==> src/common/afrs_regs.vh <==
// constants of the frame readout and alignment block
// assumes a single inclusion point per compile unit; guarded anyway
`ifndef AFRS_REGS_VH
`define AFRS_REGS_VH

// frame shape
`define AFRS_CHANNELS 4
`define AFRS_WORD_BITS 24

// master clock periods per conversion (plain default)
`define AFRS_MCLK_PER_CONV 1024

// status word field positions
`define AFRS_ST_READY_BIT 0
`define AFRS_ST_OVF_BIT 1
`define AFRS_ST_FLAG_BIT 10

// reset values
`define AFRS_DATA_READY_N_RST 1'b1
`define AFRS_FLAG_RST 1'b0

`endif

==> src/core/afrs_sync.v <==
// two-flop synchroniser for a group of independent pin levels
// assumes each bit is a slow level or a clock well below clk_i/4
`timescale 1ns/10ps
module afrs_sync #(
   parameter WIDTH = 4
) (
   input wire clk_i,
   input wire rst_n_i,
   input wire [WIDTH-1:0] rst_val_i,
   input wire [WIDTH-1:0] d_i,
   output wire [WIDTH-1:0] q_o
);
   // rst_val_i is used only as a constant tie at the instance
   reg [WIDTH-1:0] meta_q;
   reg [WIDTH-1:0] sync_q;
   genvar g;
   generate
      for (g = 0; g < WIDTH; g = g + 1) begin : g_bit
         always @(posedge clk_i or negedge rst_n_i) begin
            if (!rst_n_i) begin
               meta_q[g] <= 1'b1;
               sync_q[g] <= 1'b1;
            end else begin
               meta_q[g] <= d_i[g];
               sync_q[g] <= meta_q[g];
            end
         end
      end
   endgenerate
   assign q_o = sync_q ^ (rst_val_i & ~rst_val_i);
endmodule

==> src/core/afrs_core.v <==
// Function
// - the serial output is released (not driven) whenever chip select is high so devices can share it.
// - results sit in a two-entry buffer and once it overflows data-ready falls only every second conversion.
// - a realign pulse that arrives out of step with the conversion count sets the realign flag even if just cleared.
// - the realign input only checks and restores alignment; it never starts a conversion by itself.
// - a frame that is not clocked out completely is not counted as read and the same result is sent again.
//
// frame readout, two-deep result buffer and alignment check of the converter
// assumes result_i is stable on the clk_i edge where a conversion completes; all pins are asynchronous
`timescale 1ns/10ps
`include "afrs_regs.vh"
module afrs_core #(
   parameter CHANNELS = `AFRS_CHANNELS,
   parameter WORD_BITS = `AFRS_WORD_BITS,
   parameter MCLK_PER_CONV = `AFRS_MCLK_PER_CONV
) (
   input wire clk_i,
   input wire rst_n_i,
   input wire master_clock_in_i,
   input wire realign_n_i,
   input wire cs_n_i,
   input wire sclk_i,
   input wire [CHANNELS*WORD_BITS-1:0] result_i,
   output wire sdo_o,
   output wire sdo_oe_o,
   output wire data_ready_n_o,
   output wire realign_flag_o
);
   // ***********************************************
   // derived sizes
   // ***********************************************
   localparam DW = CHANNELS * WORD_BITS;
   localparam FB = DW + WORD_BITS;
   localparam BCW = $clog2(FB + 1);
   localparam CW = $clog2(MCLK_PER_CONV + 1);
   // end points are cut on purpose to the counter widths; both fit by construction
   localparam integer CONV_LAST_I = MCLK_PER_CONV - 1;
   localparam integer BIT_LAST_I = FB - 1;
   localparam [CW-1:0] CONV_LAST = CONV_LAST_I[CW-1:0];
   localparam [BCW-1:0] BIT_LAST = BIT_LAST_I[BCW-1:0];

   // ***********************************************
   // pin synchronisation
   // ***********************************************
   wire [3:0] pins_s;
   afrs_sync #(
      .WIDTH(4)
   ) u_sync (
      .clk_i(clk_i),
      .rst_n_i(rst_n_i),
      .rst_val_i(4'hF),
      .d_i({master_clock_in_i, realign_n_i, cs_n_i, sclk_i}),
      .q_o(pins_s)
   );
   wire mclk_s = pins_s[3];
   wire rl_s = pins_s[2];
   wire cs_s = pins_s[1];
   wire sclk_s = pins_s[0];

   reg [3:0] pins_p_q;
   wire mclk_rise = mclk_s & ~pins_p_q[3];
   wire rl_fall = ~rl_s & pins_p_q[2];
   wire cs_fall = ~cs_s & pins_p_q[1];
   wire sclk_rise = sclk_s & ~pins_p_q[0];
   wire sclk_fall = ~sclk_s & pins_p_q[0];

   // ***********************************************
   // state
   // ***********************************************
   reg [CW-1:0] conv_cnt_q;
   reg [DW-1:0] buf_q [0:1];
   reg rd_idx_q;
   reg [1:0] fill_q;
   reg ov_phase_q;
   reg ovf_q;
   reg flag_q;
   reg data_ready_n_n_q;
   reg refall_q;
   reg [FB-1:0] shift_q;
   reg [BCW-1:0] bit_cnt_q;
   reg in_frame_q;
   reg sdo_q;
   reg sdo_oe_q;

   // ***********************************************
   // event decode
   // ***********************************************
   // out-of-step means the pulse lands anywhere but the period boundary
   wire misalign = rl_fall && (conv_cnt_q != {CW{1'b0}});
   wire conv_tick = mclk_rise && (conv_cnt_q == CONV_LAST) && !misalign;
   wire frame_done = in_frame_q && !cs_s && sclk_fall && (bit_cnt_q == BIT_LAST);
   wire full = (fill_q == 2'd2);
   wire overwrite = conv_tick && full && !frame_done;
   wire push = conv_tick && (!full || frame_done);
   // a full read of an empty buffer still answers, but must not move the pointer or underflow the count
   wire pop = frame_done && (fill_q != 2'd0);
   wire wr_idx = full ? rd_idx_q : (rd_idx_q ^ fill_q[0]);

   wire [WORD_BITS-1:0] status_w;
   assign status_w = ({{(WORD_BITS-1){1'b0}}, flag_q} << `AFRS_ST_FLAG_BIT)
                   | ({{(WORD_BITS-1){1'b0}}, ovf_q} << `AFRS_ST_OVF_BIT)
                   | ({{(WORD_BITS-1){1'b0}}, (fill_q != 2'd0)} << `AFRS_ST_READY_BIT);

   // ***********************************************
   // main process
   // ***********************************************
   always @(posedge clk_i or negedge rst_n_i) begin
      if (!rst_n_i) begin
         pins_p_q <= 4'hF;
         conv_cnt_q <= {CW{1'b0}};
         buf_q[0] <= {DW{1'b0}};
         buf_q[1] <= {DW{1'b0}};
         rd_idx_q <= 1'b0;
         fill_q <= 2'd0;
         ov_phase_q <= 1'b0;
         ovf_q <= 1'b0;
         flag_q <= `AFRS_FLAG_RST;
         data_ready_n_n_q <= `AFRS_DATA_READY_N_RST;
         refall_q <= 1'b0;
         shift_q <= {FB{1'b0}};
         bit_cnt_q <= {BCW{1'b0}};
         in_frame_q <= 1'b0;
         sdo_q <= 1'b0;
         sdo_oe_q <= 1'b0;
      end else begin
         pins_p_q <= pins_s;

         // conversion period counter; realign only restores the phase
         if (misalign) begin
            conv_cnt_q <= {CW{1'b0}};
         end else if (mclk_rise) begin
            conv_cnt_q <= (conv_cnt_q == CONV_LAST) ? {CW{1'b0}} : conv_cnt_q + {{(CW-1){1'b0}}, 1'b1};
         end

         // flag: a set in the clearing cycle wins
         if (misalign) begin
            flag_q <= 1'b1;
         end else if (frame_done) begin
            flag_q <= 1'b0;
         end

         // two-entry buffer
         if (push) begin
            buf_q[wr_idx] <= result_i;
         end else if (overwrite && ov_phase_q) begin
            buf_q[rd_idx_q ^ 1'b1] <= result_i;
         end
         if (pop) begin
            rd_idx_q <= rd_idx_q ^ 1'b1;
         end
         case ({push, pop})
            2'b10: fill_q <= fill_q + 2'd1;
            2'b01: fill_q <= fill_q - 2'd1;
            default: fill_q <= fill_q;
         endcase
         // overflow halves the data-ready rate until a frame drains it
         if (frame_done) begin
            ov_phase_q <= 1'b0;
         end else if (overwrite) begin
            ov_phase_q <= ~ov_phase_q;
         end
         if (overwrite) begin
            ovf_q <= 1'b1;
         end else if (frame_done) begin
            ovf_q <= 1'b0;
         end

         // data-ready: a fresh fall for each new result, high after a full read
         if (refall_q) begin
            refall_q <= 1'b0;
            data_ready_n_n_q <= 1'b0;
         end else if (frame_done) begin
            data_ready_n_n_q <= 1'b1;
            refall_q <= push || (fill_q == 2'd2);
         end else if (push || (overwrite && ov_phase_q)) begin
            if (data_ready_n_n_q) begin
               data_ready_n_n_q <= 1'b0;
            end else begin
               data_ready_n_n_q <= 1'b1;
               refall_q <= 1'b1;
            end
         end

         // serial frame: status word then channel words, msb first
         sdo_oe_q <= !cs_s;
         if (cs_s) begin
            in_frame_q <= 1'b0;
            bit_cnt_q <= {BCW{1'b0}};
         end else if (cs_fall) begin
            // the head entry is resent until a complete frame pops it
            shift_q <= {status_w, buf_q[rd_idx_q]};
            sdo_q <= status_w[WORD_BITS-1];
            in_frame_q <= 1'b1;
            bit_cnt_q <= {BCW{1'b0}};
         end else if (in_frame_q) begin
            if (sclk_rise && (bit_cnt_q != {BCW{1'b0}})) begin
               shift_q <= {shift_q[FB-2:0], 1'b0};
               sdo_q <= shift_q[FB-2];
            end
            if (frame_done) begin
               in_frame_q <= 1'b0;
               bit_cnt_q <= {BCW{1'b0}};
            end else if (sclk_fall) begin
               bit_cnt_q <= bit_cnt_q + {{(BCW-1){1'b0}}, 1'b1};
            end
         end
      end
   end

   assign sdo_o = sdo_q;
   assign sdo_oe_o = sdo_oe_q;
   assign data_ready_n_o = data_ready_n_n_q;
   assign realign_flag_o = flag_q;
endmodule

==> config.mk <==
export PLATFORM = sky130hd
export DESIGN_NAME = afrs_core
export DESIGN_NICKNAME = d
export VERILOG_FILES = /design/src/core/afrs_sync.v /design/src/core/afrs_core.v
export VERILOG_INCLUDE_DIRS = /design/src /design/src/common
export SDC_FILE = /design/constraint.sdc
export NUM_CORES = 1
export LEC_CHECK = 0
export ABC_AREA = 1
export BUFFER_PORTS_ARGS = -buffer_cell sky130_fd_sc_hd__buf_4
export CORE_MARGIN = 2
export CORE_UTILIZATION = 40
export DETAILED_ROUTE_END_ITERATION = 6
export MAX_ROUTING_LAYER = met4
export SLEW_MARGIN = 20
export SYNTH_ARGS = -nofsm -noshare
export SYNTH_HDL_FRONTEND = slang
export SYNTH_HIERARCHICAL = 1
export SYNTH_SLANG_ARGS = --single-unit
==> constraint.sdc <==
create_clock -name clk_i -period 2.2 [get_ports clk_i]
set_input_delay 0 -clock clk_i [delete_from_list [all_inputs] [get_ports clk_i]]
set_output_delay 0 -clock clk_i [all_outputs]
set_load 0.03 [all_outputs]
==> results of run 1 <==
==> power by group through the flow <==
stage,Sequential (mW),Combinational (mW),Clock (mW)
2_1_floorplan,7.11,0.680,0
3_3_place_gp,7.16,1.20,0
3_5_place_dp,7.17,1.23,0
4_1_cts,7.06,1.38,6.79
5_1_grt,7.10,1.59,7.05
6_report,7.06,1.40,6.63
==> cell type report <==
type | count | area [um2]
tap | 518 | 648.1
multi-input combinational | 1327 | 6255
clock buffer | 55 | 1106
timing repair buffer | 272 | 2803
fill | 3545 | 18870
inverter | 33 | 126.4
sequential | 352 | 8826
clock inverter | 16 | 193.9
==> metrics by stage <==
step / instance area, um2 / TNS, ns / worst slack, ns
finish: 19960 / 0 / 0.1216
global route: 19960 / -0.4069 / -0.03103
CTS: 19790 / 0 / 0.001222
detailed placement: 17460 / -0.002299 / -0.002299
global placement: 17460 / 0 / 0.08053
floorplan: 15780 / 0 / 0.2179
==> worst reg2reg max path: stages (launching register included) <==
cell	delay [ns]
sky130_fd_sc_hd__dfrtp_1	0.40
sky130_fd_sc_hd__inv_1	0.11
sky130_fd_sc_hd__ha_1	0.15
sky130_fd_sc_hd__nand3_1	0.11
sky130_fd_sc_hd__o21ai_4	0.24
sky130_fd_sc_hd__nand2_2	0.13
sky130_fd_sc_hd__nor2_4	0.14
sky130_fd_sc_hd__buf_12	0.15
sky130_fd_sc_hd__buf_12	0.18
sky130_fd_sc_hd__buf_12	0.19
sky130_fd_sc_hd__nand4_1	0.11
sky130_fd_sc_hd__nand2_1	0.09
==> metal layers <==
| layer | up-vias | global-route usage | wire [um] |
|---|---|---|---|
| met5 | - | - | 0 |
| met4 | 0 | 0.05396 | 741 |
| met3 | 53 | 0.03612 | 2416 |
| met2 | 339 | 0.3445 | 20230 |
| met1 | 6655 | 0.2905 | 19490 |
| li1 | 6565 | - | - |
==> flip-flops by register name (all words and copies together) (netlist names) <==
register	flops
u_sync/sync_q	4
in_frame_q	1
ovf_q	1
bit_cnt_q	7
conv_cnt_q	11
buf_q	192
shift_q	119
refall_q	1
pins_p_q	4
sdo_o	1
sdo_oe_o	1
rd_idx_q	1
realign_flag_o	1
fill_q	2
u_sync/meta_q	4
ov_phase_q	1
data_ready_n_o	1
==> cell usage in the layout, fill, tap and decap left out, drive strengths merged <==
master         n
ha             5
nand3        143
nand2        437
o221ai         1
o31ai          6
xor2           6
dlygate4sd3  101
bufinv         4
a21oi        164
dfrtp        339
clkinvlp       1
o21a           1
o21ai        127
and3           1
inv           36
a2bb2oi       38
a31oi          1
clkbuf        58
clkinv         8
nor2         285
nand3b         2
o211ai         1
nor3           7
buf          168
dfstp         13
nand4         99
xnor2          2
nor3b          1
==> how the worst min path moves through the flow <==
stage                 start           end  slack [ns]  cells after the start
floorplan           rst_n_i  bit_cnt_q[0]       -0.30                      0
global placement    rst_n_i    buf_q[116]        0.04                      1
detailed placement  rst_n_i    buf_q[116]        0.04                      1
CTS                 rst_n_i   shift_q[35]        0.06                      2
global route        rst_n_i   shift_q[35]        0.08                      2
finish              rst_n_i    buf_q[116]        0.04                      2
==> repair_timing <==
action / 4_1_cts / 5_1_grt
gates cloned: 0 / 3
pin swaps: 1 / 4
gates resized for setup: 0 / 9
setup buffers: 1 / 6
endpoints found under the setup margin: 40 / 198
hold buffers: 101 / 0
endpoints found under the hold margin: 508 / 0
==> implementation parameters, run 1 <==
Parameter                              Value

Synth
  Synth Net Count ... 1963
  Synthesized instance count ... 1856
  Post-synthesis instance area ... 15780 um2
  Synthesis Warnings ... 6
  Post-Synthesis Mean Instance Area ... 8.502 um2

Worst setup path
  Crit path max fanout ... 26
  Startpoint-to-endpoint class of the critical path ... reg -> reg
  Critical path cell sequence ... inv_1, ha_1, nand3_1, o21ai_4, nand2_2, nor2_4, buf_12, buf_12, buf_12, nand4_1, nand2_1
  Crit path required time ... 2.67 ns
  WP depth ... 11
  Kind of end point of the critical path ... flop
  Dominant cell type by count on the critical path ... sky130_fd_sc_hd__buf_12
  FF-to-FF End ... buf_q[72]
  End point of the critical path ... buf_q[72]
  Max stage delay cell, worst path ... sky130_fd_sc_hd__dfrtp_1
  Crit Reg-Reg Startpoint ... conv_cnt_q[1]
  Startpoint kind of the worst setup timing path ... flop
  Critical path's largest stage delay ... 0.40 ns
  Worst Reg2Reg Path Length in Cells ... 11
  Worst path arrival time ... 2.55 ns
  Crit path buffers/inverters ... 4
  Cell family with most CP delay ... buffers and inverters
  Slack of the worst reg-to-reg path ... 0.12 ns
  Critical Path Source ... conv_cnt_q[1]

Pwr
  Fraction of power consumed by sequential logic ... 0.468
  Pwr/cell area ... 756.2 nW/um2
  Proportion of total power due to net switching ... 0.2400
  Total power consumption of the routed design ... 15.09 mW
  Relative contribution of the clock network to total power ... 0.440
  Combinational share of power ... 0.093
  Internal power of the cells ... 11.47 mW
  Highest ir drop seen on vdd ... 0.6391 mV
  Reported leakage power ... 8.592 nW
  Power dissipated by switching net loads ... 3.621 mW

Timing
  Total count of max-transition violations in the final report ... 0
  Time the worst path needs with I/O delays and setup ... 2.078 ns
  Highest Clock Rate ... 481.1 MHz
  Period utilization ... 0.9447
  Worst clock skew ... 0.01617 ns
  Hold Fails Final Rpt ... 0
  Headroom to the max-slew limit ... 0.5769
  RSZ-0062 raised after global routing ... true
  Final Setup Violations ... 0
  Hold slack ... 0.04351 ns
  Pin slew with the least headroom to its limit ... 0.6347 ns

CTS
  TritonCTS clock tree ... yes
  Number of buffers inserted during clock tree synthesis ... 39
  Max clock buf depth ... 3
  Level count of the clock H-tree ... 2
  Number of sinks driven by the clock tree ... 352
  Root buffer cell ... sky130_fd_sc_hd__clkbuf_16
  Worst skew pair latency ... 0.54 ns
  Clock transition time at the flip-flop clock pins of the worst setup and hold paths ... 0.06 ns

Floorplanning
  Ports placed on the boundary ... 106
  Die Outline Area ... 41050 um2
  DIE HEIGHT ... 202.6 um
  Rows ... 72
  Die W ... 202.6 um
  Area of the placeable core ... 38830 um2
  Initial Utilization ... 0.4064

Layout
  Final std cells w/o fill ... 2573
  Area growth syn-to-layout ... 26.47%
  Utilization after layout ... 0.5140
  Antenna cell count ... 0
  Final layout net count ... 2132
  Share of layout cells above drive strength 1 ... 0.1314

Route
  Antenna-violating nets left ... 0
  Post-DR vias/cell ... 5.290
  Routed wirelength normalized by instance count ... 16.66 um
  Total detailed-routing wirelength ... 42.88 mm
  Pre-Repair DR Iteration Count ... 5
  Iteration-0 DRC count of the detailed router ... 922
  Number of remaining DRC errors ... 0
  Total number of vias ... 13.61k

GRT
  First-pass GRT wire length ... 70.55 mm
  Total gr overflow ... 0
  Antenna violations before repair ... 0
  Global-route usage over all layers ... 0.2166
  Largest net degree at the start of global routing ... 81
  Vias in the first global route ... 13.40k

Placement
  Cell count after placement ... 2391
  Final estimated routing congestion in global placement ... 0.8294
  Buffers added on ports ... 105
  Detail Placement HPWL ... 23.64 mm

Status
  Outcome ... completed

Min path
  Classification of the worst-slack hold path ... in -> async

Job
  Number of maximum-capacitance constraint violations ... 0
(Power assumes the default switching activity.)
==> inputs of run 2 (changes only) <==
--- a/config.mk
+++ b/config.mk
@@ -8,11 +8,11 @@
 export LEC_CHECK = 0
 export ABC_AREA = 1
 export BUFFER_PORTS_ARGS = -buffer_cell sky130_fd_sc_hd__buf_4
-export CORE_MARGIN = 2
+export CORE_MARGIN = 4
 export CORE_UTILIZATION = 40
 export DETAILED_ROUTE_END_ITERATION = 6
 export MAX_ROUTING_LAYER = met4
-export SLEW_MARGIN = 20
+export SLEW_MARGIN = 10
 export SYNTH_ARGS = -nofsm -noshare
 export SYNTH_HDL_FRONTEND = slang
 export SYNTH_HIERARCHICAL = 1
==> run 2 against run 1 <==
The run now ends with negative setup slack left. Count of clock-buffer cells in the layout down 5. Non-clock buffer count up 15. Clock skew down 0.0077 ns. Global-route usage down 0.78 points. Sequential cell count unchanged. First-iteration DRC count up 10%. Combinational power about the same. Critical path type unchanged. Critical endpoint is now buf_q[33]. Largest power group is now clock.
==> implementation parameters, run 2 (synthesized netlist as in run 1, its figures left out) <==
Parameter                              Value

Status
  Outcome ... finished, violations left
  Failing checks ... negative setup slack

Route
  Total detailed-routing wirelength ... 45.97 mm
  Amount of wire on met3 after detailed routing ... 2.352 mm
  Top layer in use ... met4
  Total number of vias ... 13.80k
  Post-DR vias/cell ... 5.333
  Met2 routed wirelength ... 21.91 mm
  Iteration-0 DRC count of the detailed router ... 1017
  Number of remaining DRC errors ... 0
  Pre-Repair DR Iteration Count ... 5
  Met1 routed wirelength after detailed routing ... 20.75 mm
  Routed wirelength normalized by instance count ... 17.76 um
  Antenna-violating nets left ... 0

Pwr
  Reported leakage power ... 8.820 nW
  Total power consumption of the routed design ... 15.83 mW
  Highest ir drop seen on vdd ... 0.5456 mV
  Pwr/cell area ... 776.1 nW/um2

Timing
  Total count of max-transition violations in the final report ... 0
  Worst clock skew ... 0.008503 ns
  Hold Fails Final Rpt ... 0
  Post-route setup TNS ... -0.9943 ns
  Headroom to the max-slew limit ... 0.5922
  Period utilization ... 1.021
  Highest Clock Rate ... 445.0 MHz
  Final worst slack ... -0.04723 ns
  RSZ-0062 raised after global routing ... true
  Hold slack ... 0.005969 ns
  Pin slew with the least headroom to its limit ... 0.6116 ns
  Final Setup Violations ... 68
  Time the worst path needs with I/O delays and setup ... 2.247 ns

Worst setup path
  Startpoint kind of the worst setup timing path ... flop
  Crit path max fanout ... 10
  Crit path required time ... 2.62 ns
  Kind of end point of the critical path ... flop
  Startpoint-to-endpoint class of the critical path ... reg -> reg
  Worst path arrival time ... 2.66 ns

Floorplanning
  DIE HEIGHT ... 206.6 um
  Rows ... 72
  Area of the placeable core ... 38830 um2
  Die W ... 206.6 um
  Ports placed on the boundary ... 106
  Die Outline Area ... 42690 um2
  Initial Utilization ... 0.4064

Layout
  Largest registers in the final layout ... buf_q x192, shift_q x119, conv_cnt_q x11
  Largest register by flop count ... buf_q
  Number of flip-flops in the largest register ... 192
  Share of layout cells above drive strength 1 ... 0.1551
  Antenna cell count ... 0
  Fill cell instance count of the final layout ... 3535
  Area growth syn-to-layout ... 29.26%
  Register Area ... 8826 um2
  Commonest cells after routing, fill and taps aside ... sky130_fd_sc_hd__nand2_1, sky130_fd_sc_hd__dfrtp_1, sky130_fd_sc_hd__nor2_1
  Total area of multi-input combinational cells ... 6331 um2
  Final layout net count ... 2147
  Final std cells w/o fill ... 2588
  Most frequent standard cell in the layout excluding fill and tap cells ... sky130_fd_sc_hd__nand2_1

CTS
  Level count of the clock H-tree ... 2
  Max clock buf depth ... 3
  Worst skew pair latency ... 0.53 ns
  Clock transition time at the flip-flop clock pins of the worst setup and hold paths ... 0.06 ns
  Root buffer cell ... sky130_fd_sc_hd__clkbuf_16
  TritonCTS clock tree ... yes
  Number of buffers inserted during clock tree synthesis ... 39
  Number of sinks driven by the clock tree ... 352

GRT
  Global-route usage over all layers ... 0.2088
  Total gr overflow ... 0
  First-pass GRT wire length ... 71.10 mm
  Largest net degree at the start of global routing ... 79
  Vias in the first global route ... 13.44k
  Antenna violations before repair ... 0

Placement
  Buffers added on ports ... 105
  Detail Placement HPWL ... 24.24 mm
  Cell count after placement ... 2388
  Final estimated routing congestion in global placement ... 0.8374
  Worst slack, placed ... -0.06153 ns

Min path
  Classification of the worst-slack hold path ... in -> async

Job
  Number of maximum-capacitance constraint violations ... 0
## run 2: cell types whose count changed in the layout (fill, tap and decap cells not counted), sizes merged
cell / previous run / this run
buf: 168 / 176
bufinv: 4 / 9
clkinv: 8 / 11
inv: 36 / 33
clkbuf: 58 / 60
## run 2: final timing paths
| check | endpoint | startpoint | slack [ns] | cells after the start |
|---|---|---|---|---|
| max | buf_q[33] | conv_cnt_q[0] | -0.05 | 13 |
| min | buf_q[114] | rst_n_i | 0.006 | 2 |
| max reg2reg | buf_q[33] | conv_cnt_q[0] | -0.05 | 13 |
| min reg2reg | u_sync/sync_q[1] | u_sync/meta_q[1] | 0.35 | 0 |
| max in group asynchronous | shift_q[76] | rst_n_i | 1.33 | 3 |
| min in group clk_i | u_sync/meta_q[3] | master_clock_in_i | 0.12 | 2 |
## run 2: what timing repair did
| action | CTS | global route |
|---|---|---|
| cloned | 0 | 14 |
| hold buffers | 101 | 0 |
| gates resized for setup | 2 | 50 |
| pin swaps | 0 | 6 |
| endpoints found under the setup margin | 76 | 200 |
| hold endpoints to repair | 535 | 0 |
| setup buffers | 0 | 14 |
## run 2: final cells by class
type                    count  share of cell area
clock buffers              50             0.05539
clock inverters            21             0.01632
inverters                  33            0.006196
multi-input cells        1327              0.3104
flip-flops and latches    352              0.4327
well taps                 518             0.03178
repair buffers            287              0.1472
## run 2: power by group
group	internal (mW)	total, mW	switching, mW
Clock	4.68	7.38	2.69
Combinational	0.632	1.39	0.758
Sequential	6.84	7.06	0.219
Total	12.2	15.8	3.67
## run 2: worst max-delay path: stages, from the launching register on
cell,delay (ns)
sky130_fd_sc_hd__dfrtp_1,0.39
sky130_fd_sc_hd__ha_2,0.21
sky130_fd_sc_hd__nand2_2,0.07
sky130_fd_sc_hd__nor2_4,0.17
sky130_fd_sc_hd__nand3_4,0.13
sky130_fd_sc_hd__nor2_8,0.19
sky130_fd_sc_hd__nand2_4,0.08
sky130_fd_sc_hd__nor2_4,0.15
sky130_fd_sc_hd__buf_12,0.15
sky130_fd_sc_hd__nand3_4,0.08
sky130_fd_sc_hd__buf_12,0.17
sky130_fd_sc_hd__clkbuf_16,0.19
sky130_fd_sc_hd__nand2_1,0.06
sky130_fd_sc_hd__nand2_1,0.06
## run 2: metrics by stage
step,area (um2),utilization
after floorplan,15780,-
after CTS,19800,0.5101
after global placement,17320,0.4462
after global routing,20400,0.5253
after detailed placement,17320,0.4462
final,20400,0.5253
## run 2: routing by layer
metal  GRT usage  vias up
met3     0.03093       66
li1            -     6603
met1      0.2849     6795
met4     0.05228        0
met2      0.3319      338
met5           -        -
==> inputs of run 3 (changes only) <==
--- a/config.mk
+++ b/config.mk
@@ -8,10 +8,13 @@
 export LEC_CHECK = 0
 export ABC_AREA = 1
 export BUFFER_PORTS_ARGS = -buffer_cell sky130_fd_sc_hd__buf_4
+export CELL_PAD_IN_SITES_DETAIL_PLACEMENT = 1
+export CELL_PAD_IN_SITES_GLOBAL_PLACEMENT = 1
 export CORE_MARGIN = 4
 export CORE_UTILIZATION = 40
 export DETAILED_ROUTE_END_ITERATION = 6
 export MAX_ROUTING_LAYER = met4
+export PLACE_DENSITY = 0.7
 export SLEW_MARGIN = 10
 export SYNTH_ARGS = -nofsm -noshare
 export SYNTH_HDL_FRONTEND = slang
==> run 3 against run 2 <==
Global-route usage up 2.3 points. Setup slack better by 0.058 ns. Sequential cell count stayed put. The run now ends clean. Worst hold slack better by 0.11 ns. Maximum frequency grew 2.6%.
==> implementation parameters, run 3 (synthesized netlist as in run 1, its figures left out) <==
Parameter                              Value

Timing
  Final worst slack ... 0.01044 ns
  Worst clock skew ... 0.01980 ns
  Hold Fails Final Rpt ... 0
  RSZ-0062 raised after global routing ... true
  Time the worst path needs with I/O delays and setup ... 2.190 ns
  Total count of max-transition violations in the final report ... 0
  Highest Clock Rate ... 456.7 MHz
  Final Setup Violations ... 0
  Headroom to the max-slew limit ... 0.5565
  Period utilization ... 0.9953
  Pin slew with the least headroom to its limit ... 0.6653 ns

Route
  Pre-Repair DR Iteration Count ... 5
  Met2 routed wirelength ... 24.98 mm
  Routed wirelength normalized by instance count ... 19.63 um
  Total number of vias ... 14.18k
  Number of remaining DRC errors ... 0
  Top layer in use ... met4
  Antenna-violating nets left ... 0
  Iteration-0 DRC count of the detailed router ... 837
  Met1 routed wirelength after detailed routing ... 23.04 mm
  Amount of wire on met3 after detailed routing ... 1.812 mm
  Total detailed-routing wirelength ... 50.77 mm
  Post-DR vias/cell ... 5.480

Worst setup path
  Slack of the worst reg-to-reg path ... 0.01 ns
  Crit path max fanout ... 10
  Worst path arrival time ... 2.63 ns
  Kind of end point of the critical path ... flop
  Startpoint-to-endpoint class of the critical path ... reg -> reg
  Crit path required time ... 2.64 ns
  Startpoint kind of the worst setup timing path ... flop

Pwr
  Reported leakage power ... 8.730 nW
  Highest ir drop seen on vdd ... 0.4800 mV
  Pwr/cell area ... 744.8 nW/um2
  Total power consumption of the routed design ... 15.19 mW

Placement
  Post-detailed-placement cell area ... 17330 um2
  Detail Placement HPWL ... 26.78 mm
  Cell count after placement ... 2384
  Final estimated routing congestion in global placement ... 0.8397
  Buffers added on ports ... 105
  Worst slack, placed ... -0.02358 ns

CTS
  Level count of the clock H-tree ... 2
  Root buffer cell ... sky130_fd_sc_hd__clkbuf_16
  Number of buffers inserted during clock tree synthesis ... 41
  TritonCTS clock tree ... yes
  Worst skew pair latency ... 0.56 ns
  Number of sinks driven by the clock tree ... 352
  Max clock buf depth ... 3
  Clock transition time at the flip-flop clock pins of the worst setup and hold paths ... 0.06 ns

Floorplanning
  DIE HEIGHT ... 206.6 um
  Die Outline Area ... 42690 um2
  Ports placed on the boundary ... 106
  Rows ... 72
  Die W ... 206.6 um
  Area of the placeable core ... 38830 um2
  Initial Utilization ... 0.4064

Min path
  Classification of the worst-slack hold path ... in -> reg

GRT
  First-pass GRT wire length ... 78.46 mm
  Largest net degree at the start of global routing ... 85
  Vias in the first global route ... 14.94k
  Global-route usage over all layers ... 0.2319
  Total gr overflow ... 0
  Antenna violations before repair ... 0

Layout
  Final Instance Area ... 20390 um2
  Largest registers in the final layout ... buf_q x192, shift_q x119, conv_cnt_q x11
  Largest register by flop count ... buf_q
  Area growth syn-to-layout ... 29.22%
  Most frequent standard cell in the layout excluding fill and tap cells ... sky130_fd_sc_hd__nand2_1
  Share of layout cells above drive strength 1 ... 0.1605
  Commonest cells after routing, fill and taps aside ... sky130_fd_sc_hd__nand2_1, sky130_fd_sc_hd__dfrtp_1, sky130_fd_sc_hd__nor2_1
  Fill cell instance count of the final layout ... 4469
  Number of flip-flops in the largest register ... 192
  Antenna cell count ... 0
  Register Area ... 8826 um2
  Final std cells w/o fill ... 2587
  Total area of multi-input combinational cells ... 6497 um2
  Final layout net count ... 2146

Status
  Outcome ... completed

Job
  Number of maximum-capacitance constraint violations ... 0
==> run 3: what timing repair did <==
action                     CTS  global route
hold endpoints to repair   548             0
setup endpoints to repair   65           195
pin swaps                    2            10
resized for setup            4            82
hold buffers               103             0
buffers inserted             2             8
gates cloned                 1            16
==> run 3: metal layers <==
metal  track usage  up-vias
li1              -     6598
met1        0.3066     7252
met2        0.3814      260
met3       0.03015       66
met4       0.06036        0
met5             -        -
==> run 3: worst max-delay path, stage by stage (launching register included) <==
cell and delay [ns]:
sky130_fd_sc_hd__dfrtp_1 0.40, sky130_fd_sc_hd__ha_2 0.21, sky130_fd_sc_hd__nand2_2 0.07, sky130_fd_sc_hd__nor2_4 0.12, sky130_fd_sc_hd__nand3_4 0.13, sky130_fd_sc_hd__nor2_8 0.20, sky130_fd_sc_hd__nand2_4 0.08, sky130_fd_sc_hd__nor2_4 0.19
sky130_fd_sc_hd__buf_6 0.13, sky130_fd_sc_hd__nand3_4 0.07, sky130_fd_sc_hd__buf_12 0.17, sky130_fd_sc_hd__clkbuf_16 0.19, sky130_fd_sc_hd__nand2_1 0.07, sky130_fd_sc_hd__nand2_1 0.05
==> run 3: area by class of cell <==
class	instances	share of cell area
clock inverters	8	0.003559
repair buffers	283	0.1462
multi-input cells	1328	0.3186
flip-flops and latches	352	0.4328
clock buffers	65	0.06075
inverters	33	0.006259
well taps	518	0.03179
==> run 3: worst paths after layout <==
kind                                    endpoint  cells after the start        startpoint
worst max-delay path                   buf_q[12]                     13     conv_cnt_q[0]
worst min-delay path            u_sync/meta_q[0]                      2            sclk_i
worst max register to register         buf_q[12]                     13     conv_cnt_q[0]
worst min register to register  u_sync/sync_q[2]                      0  u_sync/meta_q[2]
max in group asynchronous          conv_cnt_q[5]                      4           rst_n_i
min in group asynchronous             shift_q[7]                      3           rst_n_i
==> run 3: metrics by stage <==
stage	hold WS [ns]	setup TNS (ns)	utilization
final	0.1150	0	0.5252
after global placement	-0.03041	0	0.4464
after global routing	0.1013	-7.535	0.5252
after detailed placement	-0.02415	-0.1972	0.4464
after CTS	0.07372	-0.008539	0.5083
after floorplan	-0.2956	0	-
==> run 3: power by group <==
group	internal (mW)	switching, mW	leakage, nW	total, mW
Clock	3.97	2.73	0.646	6.70
Combinational	0.627	0.785	4.56	1.41
Sequential	6.85	0.226	3.52	7.07
Total	11.4	3.74	8.73	15.2
